--- src/yc_sep_consts.vh ---
// Constants for the video standard select and Y/C separation block
// Assumes inclusion by the design module and the bench; definitions only
// Notes on behaviour
// - Accepts 525/60 and 625/50 standards, 3.58 or 4.43 MHz subcarrier, and SECAM.
// - Standard code: 001,010,011,100,101,111,110 select the seven standards.
// - Composite input: band-pass filter gives chroma, notch filter gives luma.
// - Demodulator outputs I/Q for NTSC family, U/V for PAL and SECAM.
// - Optional chroma comb after demodulation, within the vertical scaling path.
// - S-Video: luma bypasses separation, chroma goes straight to demodulator.
// - Scaling, cropping and decimation enables are independent of each other.
// - Datapath runs on internal halved reference clock, never exported.
`ifndef YC_SEP_CONSTS_VH
`define YC_SEP_CONSTS_VH
// Register byte addresses
`define ADDR_STD_CTRL    8'h04
`define ADDR_HSTART      8'h08
`define ADDR_VSTART      8'h0c
`define ADDR_VHEIGHT     8'h10
`define ADDR_WIN_HI      8'h14
`define ADDR_HWIDTH      8'h18
`define ADDR_HRATIO      8'h1c
`define ADDR_AGC_GATE    8'h20
`define ADDR_BURST_GATE  8'h24
`define ADDR_PATH_CTRL   8'h28
`define ADDR_GAINS       8'h2c
`define ADDR_STATUS      8'h30
// Standard select field and codes
`define STD_LSB          0
`define STD_MSB          2
`define STD_NTSC_M       3'h1
`define STD_NTSC_J       3'h2
`define STD_PAL_BDGHI    3'h3
`define STD_PAL_M        3'h4
`define STD_PAL_N        3'h5
`define STD_SECAM        3'h6
`define STD_PAL_NC       3'h7
// Path control bit positions
`define PC_SVIDEO        0
`define PC_SEP_EN        1
`define PC_COMB_EN       2
`define PC_SCALE_EN      3
`define PC_WINDOW_HIGH_BITS_EN       4
`define PC_DECIM_EN      5
// Reset values
`define RST_STD          3'h1
`define RST_HRATIO       16'h02ac
`define RST_AGC          8'h70
`define RST_BURST        8'h5d
`define RST_PATH         8'h02
`define RST_GAINS        8'h80
`define RST_BYTE         8'h00
`endif

--- src/yc_sep.v ---
// Standard select, Y/C separation and chroma demodulation front end
// Assumes aclk is the internal halved 8x subcarrier clock and a same-domain sample stream
`timescale 1ns/100ps
`include "yc_sep_consts.vh"
module yc_sep #(
  parameter DW = 8
)(
  // Clock and reset
  input  wire          aclk,
  input  wire          aresetn,
  // AXI4-Lite slave
  input  wire [7:0]    s_axi_awaddr,
  input  wire          s_axi_awvalid,
  output wire          s_axi_awready,
  input  wire [31:0]   s_axi_wdata,
  input  wire [3:0]    s_axi_wstrb,
  input  wire          s_axi_wvalid,
  output wire          s_axi_wready,
  output reg  [1:0]    s_axi_bresp,
  output reg           s_axi_bvalid,
  input  wire          s_axi_bready,
  input  wire [7:0]    s_axi_araddr,
  input  wire          s_axi_arvalid,
  output wire          s_axi_arready,
  output reg  [31:0]   s_axi_rdata,
  output reg  [1:0]    s_axi_rresp,
  output reg           s_axi_rvalid,
  input  wire          s_axi_rready,
  // Digitized video in, from a same-clock front end
  input  wire [DW-1:0] comp_in,
  input  wire [DW-1:0] chroma_in,
  input  wire          sample_valid,
  // Separated, demodulated video out
  output reg  [DW-1:0] luma_out,
  output reg  [DW-1:0] cd1_out,
  output reg  [DW-1:0] cd2_out,
  output reg           iq_mode,
  output reg           out_valid
);
  // Standard select, kept at its last legal code
  reg [2:0]  std_reg;
  // Cropping window, stored for software only
  reg [7:0]  hstart_reg;
  reg [7:0]  vstart_reg;
  reg [7:0]  vheight_reg;
  reg [7:0]  winhi_reg;
  reg [7:0]  hwidth_reg;
  // Scaling ratio and gate offsets, stored for software only
  reg [15:0] hratio_reg;
  reg [7:0]  agc_reg;
  reg [7:0]  burst_reg;
  // Datapath control and saturation gains
  reg [7:0]  path_reg;
  reg [7:0]  u_gain_reg;
  reg [7:0]  v_gain_reg;
  // Write channel holding; address and data may arrive in either order
  reg        aw_full_reg;
  reg        w_full_reg;
  reg [7:0]  awaddr_reg;
  reg [31:0] wdata_reg;
  reg [3:0]  wstrb_reg;
  // Writes land when both halves are held and no answer is pending
  wire       wr_go = aw_full_reg && w_full_reg && !s_axi_bvalid;
  // Each ready falls while its item is held
  assign s_axi_awready = !aw_full_reg;
  assign s_axi_wready  = !w_full_reg;
  assign s_axi_arready = !s_axi_rvalid;

  // Write data with byte-lane merge into 8- or 16-bit fields
  wire [7:0] wb0 = wstrb_reg[0] ? wdata_reg[7:0] : 8'h00;
  // Eight-bit registers take lane 0 only; upper lanes are ignored
  wire       lane0 = wstrb_reg[0];
  wire       lane1 = wstrb_reg[1];
  // Unmapped or unaligned address answers SLVERR and writes nothing
  wire       addr_ok = (awaddr_reg[1:0] == 2'h0) &&
                       (awaddr_reg >= `ADDR_STD_CTRL) && (awaddr_reg <= `ADDR_STATUS);
  wire [2:0] new_std = wb0[`STD_MSB:`STD_LSB];
  // Code 000 is reserved and leaves the standard untouched
  wire       std_valid = (new_std != 3'h0);

  // Write address/data capture, register update and response
  always @(posedge aclk)
  begin
    if (!aresetn)
    begin
      aw_full_reg  <= 1'b0;
      w_full_reg   <= 1'b0;
      awaddr_reg   <= 8'h00;
      wdata_reg    <= 32'h0000_0000;
      wstrb_reg    <= 4'h0;
      s_axi_bvalid <= 1'b0;
      s_axi_bresp  <= 2'h0;
      std_reg      <= `RST_STD;
      hstart_reg   <= `RST_BYTE;
      vstart_reg   <= `RST_BYTE;
      vheight_reg  <= `RST_BYTE;
      winhi_reg    <= `RST_BYTE;
      hwidth_reg   <= `RST_BYTE;
      // Ratio and gate offsets reset to the first standard's values
      hratio_reg   <= `RST_HRATIO;
      agc_reg      <= `RST_AGC;
      burst_reg    <= `RST_BURST;
      path_reg     <= `RST_PATH;
      u_gain_reg   <= `RST_GAINS;
      v_gain_reg   <= `RST_GAINS;
    end
    else
    begin
      if (s_axi_awvalid && !aw_full_reg)
      begin
        aw_full_reg <= 1'b1;
        awaddr_reg  <= s_axi_awaddr;
      end
      if (s_axi_wvalid && !w_full_reg)
      begin
        w_full_reg <= 1'b1;
        wdata_reg  <= s_axi_wdata;
        wstrb_reg  <= s_axi_wstrb;
      end
      if (s_axi_bvalid && s_axi_bready)
        s_axi_bvalid <= 1'b0;
      if (wr_go)
      begin
        aw_full_reg  <= 1'b0;
        w_full_reg   <= 1'b0;
        s_axi_bvalid <= 1'b1;
        s_axi_bresp  <= addr_ok ? 2'h0 : 2'h2;
        if (lane0)
        begin
          case (awaddr_reg)
            `ADDR_STD_CTRL:   if (std_valid) std_reg <= new_std;
            `ADDR_HSTART:     hstart_reg  <= wdata_reg[7:0];
            `ADDR_VSTART:     vstart_reg  <= wdata_reg[7:0];
            `ADDR_VHEIGHT:    vheight_reg <= wdata_reg[7:0];
            `ADDR_WIN_HI:     winhi_reg   <= wdata_reg[7:0];
            `ADDR_HWIDTH:     hwidth_reg  <= wdata_reg[7:0];
            `ADDR_HRATIO:     hratio_reg[7:0] <= wdata_reg[7:0];
            `ADDR_AGC_GATE:   agc_reg     <= wdata_reg[7:0];
            `ADDR_BURST_GATE: burst_reg   <= wdata_reg[7:0];
            `ADDR_PATH_CTRL:  path_reg    <= wdata_reg[7:0];
            `ADDR_GAINS:      u_gain_reg  <= wdata_reg[7:0];
            default:          ;
          endcase
        end
        // Sixteen-bit fields take their high byte from lane 1
        if (lane1)
        begin
          case (awaddr_reg)
            `ADDR_HRATIO: hratio_reg[15:8] <= wdata_reg[15:8];
            `ADDR_GAINS:  v_gain_reg <= wdata_reg[15:8];
            default:      ;
          endcase
        end
      end
    end
  end

  // Standard family decode
  // PAL-M is a 525-line standard with PAL colour, so it is not I/Q
  wire is_ntsc  = (std_reg == `STD_NTSC_M) || (std_reg == `STD_NTSC_J);
  wire is_525   = is_ntsc || (std_reg == `STD_PAL_M);
  wire is_secam = (std_reg == `STD_SECAM);
  // Live datapath status
  wire [31:0] status_word = {24'h000000, 3'h0, out_valid, is_secam,
                             is_525, iq_mode, path_reg[`PC_SVIDEO]};

  // Read channel
  reg [31:0] rd_mux;
  reg        rd_ok;
  always @*
  begin
    rd_ok  = 1'b1;
    rd_mux = 32'h0000_0000;
    case (s_axi_araddr)
      `ADDR_STD_CTRL:   rd_mux = {29'h0, std_reg};
      `ADDR_HSTART:     rd_mux = {24'h0, hstart_reg};
      `ADDR_VSTART:     rd_mux = {24'h0, vstart_reg};
      `ADDR_VHEIGHT:    rd_mux = {24'h0, vheight_reg};
      `ADDR_WIN_HI:     rd_mux = {24'h0, winhi_reg};
      `ADDR_HWIDTH:     rd_mux = {24'h0, hwidth_reg};
      `ADDR_HRATIO:     rd_mux = {16'h0, hratio_reg};
      `ADDR_AGC_GATE:   rd_mux = {24'h0, agc_reg};
      `ADDR_BURST_GATE: rd_mux = {24'h0, burst_reg};
      `ADDR_PATH_CTRL:  rd_mux = {24'h0, path_reg};
      `ADDR_GAINS:      rd_mux = {16'h0, v_gain_reg, u_gain_reg};
      `ADDR_STATUS:     rd_mux = status_word;
      default:          rd_ok = 1'b0;
    endcase
  end

  always @(posedge aclk)
  begin
    if (!aresetn)
    begin
      s_axi_rvalid <= 1'b0;
      s_axi_rdata  <= 32'h0000_0000;
      s_axi_rresp  <= 2'h0;
    end
    // One read at a time: arready stays low while the answer stands
    else if (s_axi_arvalid && !s_axi_rvalid)
    begin
      s_axi_rvalid <= 1'b1;
      s_axi_rdata  <= rd_mux;
      s_axi_rresp  <= rd_ok ? 2'h0 : 2'h2;
    end
    else if (s_axi_rvalid && s_axi_rready)
      s_axi_rvalid <= 1'b0;
  end

  // Composite delay line, five taps; tap 2 is the centre sample
  // Odd taps carry no weight at fsc but keep the even taps two samples apart
  reg signed [DW-1:0] tap0;
  reg signed [DW-1:0] tap1;
  reg signed [DW-1:0] tap2;
  reg signed [DW-1:0] tap3;
  reg signed [DW-1:0] tap4;
  reg        [1:0]    phase_reg;
  always @(posedge aclk)
  begin
    if (!aresetn)
    begin
      tap0 <= {DW{1'b0}};
      tap1 <= {DW{1'b0}};
      tap2 <= {DW{1'b0}};
      tap3 <= {DW{1'b0}};
      tap4 <= {DW{1'b0}};
      phase_reg <= 2'h0;
    end
    else if (sample_valid)
    begin
      tap0 <= path_reg[`PC_SVIDEO] ? chroma_in : comp_in;
      tap1 <= tap0;
      tap2 <= tap1;
      tap3 <= tap2;
      tap4 <= tap3;
      phase_reg <= phase_reg + 2'h1; // 4x subcarrier sample phase
    end
  end

  // Band-pass at fsc, kernel (1,0,-2,0,1)/4, which inverts the chroma sign
  // Notch adds it back to the centre tap, cancelling the fsc component
  wire signed [DW+2:0] bp_sum = {{3{tap0[DW-1]}}, tap0} + {{3{tap4[DW-1]}}, tap4}
                               - {{2{tap2[DW-1]}}, tap2, 1'b0};
  wire signed [DW-1:0] chroma_bp = bp_sum[DW+1:2];
  wire signed [DW-1:0] luma_notch = tap2 + chroma_bp;
  wire        sep_on = path_reg[`PC_SEP_EN] && !path_reg[`PC_SVIDEO];
  // S-Video chroma direct, composite chroma from band-pass
  wire signed [DW-1:0] chroma_sel = path_reg[`PC_SVIDEO] ? tap2 : (sep_on ? chroma_bp : {DW{1'b0}});
  wire signed [DW-1:0] luma_sel   = path_reg[`PC_SVIDEO] ? comp_in : (sep_on ? luma_notch : tap2);

  // Demodulate by quadrature phase, then saturation gain
  // At four samples per cycle each phase lands on one axis, so no sine table
  reg  signed [DW-1:0] d1;
  reg  signed [DW-1:0] d2;
  always @*
  begin
    d1 = {DW{1'b0}};
    d2 = {DW{1'b0}};
    case (phase_reg)
      2'h0: d1 = chroma_sel;
      2'h1: d2 = chroma_sel;
      2'h2: d1 = -chroma_sel;
      2'h3: d2 = -chroma_sel;
      default: d1 = {DW{1'b0}};
    endcase
  end
  wire signed [DW+8:0] g1 = d1 * $signed({1'b0, u_gain_reg});
  wire signed [DW+8:0] g2 = d2 * $signed({1'b0, v_gain_reg});

  // Optional one-line-averaging chroma comb in the vertical path
  // Previous sample stands in for the line store, which sits in the scaler
  reg signed [DW-1:0] c1_prev;
  reg signed [DW-1:0] c2_prev;
  wire signed [DW:0]  c1_avg = {g1[DW+6], g1[DW+6:7]} + {c1_prev[DW-1], c1_prev};
  wire signed [DW:0]  c2_avg = {g2[DW+6], g2[DW+6:7]} + {c2_prev[DW-1], c2_prev};
  wire        comb_on = path_reg[`PC_COMB_EN] && path_reg[`PC_SCALE_EN];

  // Output stage
  // Data outputs move only on valid samples; a stalled source holds them
  always @(posedge aclk)
  begin
    if (!aresetn)
    begin
      luma_out  <= {DW{1'b0}};
      cd1_out   <= {DW{1'b0}};
      cd2_out   <= {DW{1'b0}};
      c1_prev   <= {DW{1'b0}};
      c2_prev   <= {DW{1'b0}};
      iq_mode   <= 1'b0;
      out_valid <= 1'b0;
    end
    else
    begin
      out_valid <= sample_valid;
      iq_mode   <= is_ntsc;
      if (sample_valid)
      begin
        luma_out <= luma_sel;
        c1_prev  <= g1[DW+6:7];
        c2_prev  <= g2[DW+6:7];
        cd1_out  <= comb_on ? c1_avg[DW:1] : g1[DW+6:7];
        cd2_out  <= comb_on ? c2_avg[DW:1] : g2[DW+6:7];
      end
    end
  end
endmodule

--- config.mk ---
export PLATFORM = sky130hd
export DESIGN_NAME = yc_sep
export DESIGN_NICKNAME = d
export VERILOG_FILES = /design/src/yc_sep.v
export VERILOG_INCLUDE_DIRS = /design/src /design/src/src
export SDC_FILE = /design/constraint.sdc
export NUM_CORES = 1
export LEC_CHECK = 0
export ABC_AREA = 1
export ABC_CLOCK_PERIOD_IN_PS = 13900
export BUFFER_PORTS_ARGS = -buffer_cell sky130_fd_sc_hd__buf_4
export CAP_MARGIN = 20
export CORE_UTILIZATION = 65
export DETAILED_ROUTE_END_ITERATION = 10
export PLACE_DENSITY_LB_ADDON = 0.05
export SLEW_MARGIN = 20
export SYNTH_ARGS = -nofsm -noshare
export SYNTH_HDL_FRONTEND = slang
export SYNTH_SLANG_ARGS = --single-unit
--- constraint.sdc ---
create_clock -name aclk -period 13.9 [get_ports aclk]
set_input_delay 4.17 -clock aclk [delete_from_list [all_inputs] [get_ports aclk]]
set_output_delay 4.17 -clock aclk [all_outputs]
set_load 0.005 [all_outputs]
==> run summary <==
outcome -> finished clean
slowest cell delay on critical path -> 0.55 ns
Residual DRC -> 0
largest net degree at the start of global routing -> 111
Post-Place Cells -> 2375
DIE AREA -> 0.02409 mm²
Tmin final -> 8.331 ns
routed wire length -> 38730 µm
worst path required time -> 14.29 ns
# rows -> 55
Setup Viol. Count Final -> 0
Worst setup SP type -> flip-flop
min-delay worst type -> flip-flop to flip-flop
CP dominant cell by count -> inv_1
top-count cell post-synth -> inv_1
#FFs+latches synth -> 231
gp weighted congestion -> 0.9192
Post-synth ARST share -> 0%
max capacitance violation total -> 0
vias per cell -> 5.595
detailed placement HPWL -> 28410 µm
IO buf count -> 106
gr usage total -> 32.43%
setup bufs post-CTS -> 0
area grow syn2layout -> 10.41%
Chip Width -> 155.2 µm
Netlist cell types -> 61
CTS tree -> done
Critical Path End Type -> flip-flop
core outline area -> 0.02285 mm²
Final Non-Filler Cells -> 2420
fin crit share -> 59.94%
Wirelength per Cell -> 16.01 µm
CTS Buf Count -> 25
cells after synthesis -> 2030
Avg Inst Size Synth -> 7.516 µm²
main area contributors after synthesis -> dfxtp_1, fa_1, ha_1
H-Tree Depth -> 1
Vert. Die Dim -> 155.2 µm
YS warnings -> 0
worst skew pair latency -> 0.54 ns
clock sink count -> 231
P per Cell Area -> 140.5 mW/mm²
antenna-violating nets left -> 0
leak pwr -> 7.956 nW
worst clock skew -> 0.02174 ns
setup repair after global routing missed its margin -> no
fillers -> 1887
ys flop type -> dfxtp_1
worst hold slack -> 0.4623 ns
share of cells above drive strength 1 -> 9.919%
Post-synth EDFFs -> 0
share of the synthesized area in the top cell type -> 30.31%
Least-Margin Pin Slew -> 1.159 ns
achievable frequency -> 120.0 MHz
CP max FO -> 7
Critical-path top delay cell -> fa_1
synth cell count leaders -> inv_1, nand2_1, dfxtp_1
diode count -> 0
setup TNS -> 0 ns
area leader, netlist -> dfxtp_1
CTS root buffer -> clkbuf_16
Synth Cell Area -> 0.01526 mm²
initial core utilization -> 66.79%
dpl ws -> 5.636 ns
Ports -> 143
gr ovfl total -> 0
Final WS setup -> 5.569 ns
Final nets -> 2349
Data arrival, critical path -> 8.72 ns
global-route wire length before repair -> 63270 µm
vias after detailed routing -> 13540
Hold Vio Cnt, Final -> 0
DR pass1 iterations -> 5
Max rail drop VDD -> 111.6 µV
DRT iter0 DRCs -> 952
Slew HR -> 22.66%
post-CTS sizing -> 0
sequential fraction of the synthesis area -> 30.31%
# hold bufs at CTS -> 0
Crit Path Class -> flip-flop to flip-flop
Slew Viols, Final -> 0
Reg clk slew, reported paths -> 0.06 ns
antenna violations before repair -> 0
clock buffer depth -> 3
vias in the first global route -> 12790
## cells in the final DEF (no fill, tap or decap), drive strengths merged, types with 13 or more instances in the layout
cell,instances
fa,81
a21oi,210
a211oi,15
clkinv,16
buf,113
o21ai,194
nand3,74
o22ai,14
ha,103
clkbuf,35
nor3,13
nor2,230
nand4,15
dfxtp,231
conb,18
nand2,305
inv,322
o211ai,22
xor2,23
## metrics by stage
stage	cell area [µm²]	total power, W	utilization [%]
global placement	16020	0.001669	70.12
detailed placement	16020	0.001701	70.12
CTS	16840	0.002370	73.73
floorplan	15320	0.001479	-
finish	16850	0.002367	73.74
global route	16850	0.002543	73.74
## final cells by class
class	instances	area [µm²]	area share (%)
inverters	330	1239	7.352
clock buffers	35	723.2	4.293
well taps	313	391.6	2.325
clock inverters	10	102.6	0.6090
multi-input cells	1388	8919	52.94
flip-flops and latches	231	4624	27.45
repair buffers	113	848.3	5.035
## critical path, delay by kind of cell (launching register included)
family,cells,cell delay [ns]
flops,1,0.30
buf+inv,9,0.72
xor+xnor,2,0.48
simple gates,15,1.49
fa+ha+maj,9,3.81
compound gates,8,1.33
## path summary, 6_finish.rpt
path / from / to / slack [ns] / cells past startpoint
max: tap0[2]$_SDFFE_PN0P_ / cd2_out[6]$_SDFFE_PN0P_ / 5.57 / 43
max reg2reg: tap0[2]$_SDFFE_PN0P_ / cd2_out[6]$_SDFFE_PN0P_ / 5.57 / 43
min reg2reg: wstrb_reg[1]$_SDFFE_PN0P_ / wstrb_reg[1]$_SDFFE_PN0P_ / 0.46 / 2
min: wstrb_reg[1]$_SDFFE_PN0P_ / wstrb_reg[1]$_SDFFE_PN0P_ / 0.46 / 2
## power by group
part           leakage (nW)  internal [W]  switching [W]
logic                  5.66      0.000367       0.000598
registers              1.89      0.000707      0.0000288
clock network         0.410      0.000385       0.000282
total                  7.96       0.00146       0.000909
## routing by layer
metal	wire (µm)	up-vias	GRT usage (%)
li1	-	6691	-
met1	17090	6357	43.06
met2	18500	428	56.16
met3	2253	64	3.482
met4	888	0	8.777
met5	0	-	0
## logic make-up after synthesis
family,share of synthesized area [%]
AOI/OAI and AO/OA,18.76
DFF,30.31
buffers and inverters,11.71
adders and majority gates,19.07
xor gates and xnor gates,1.722
and+or+nand+nor,18.40
other,0.02458
(Power assumes the default switching activity.)
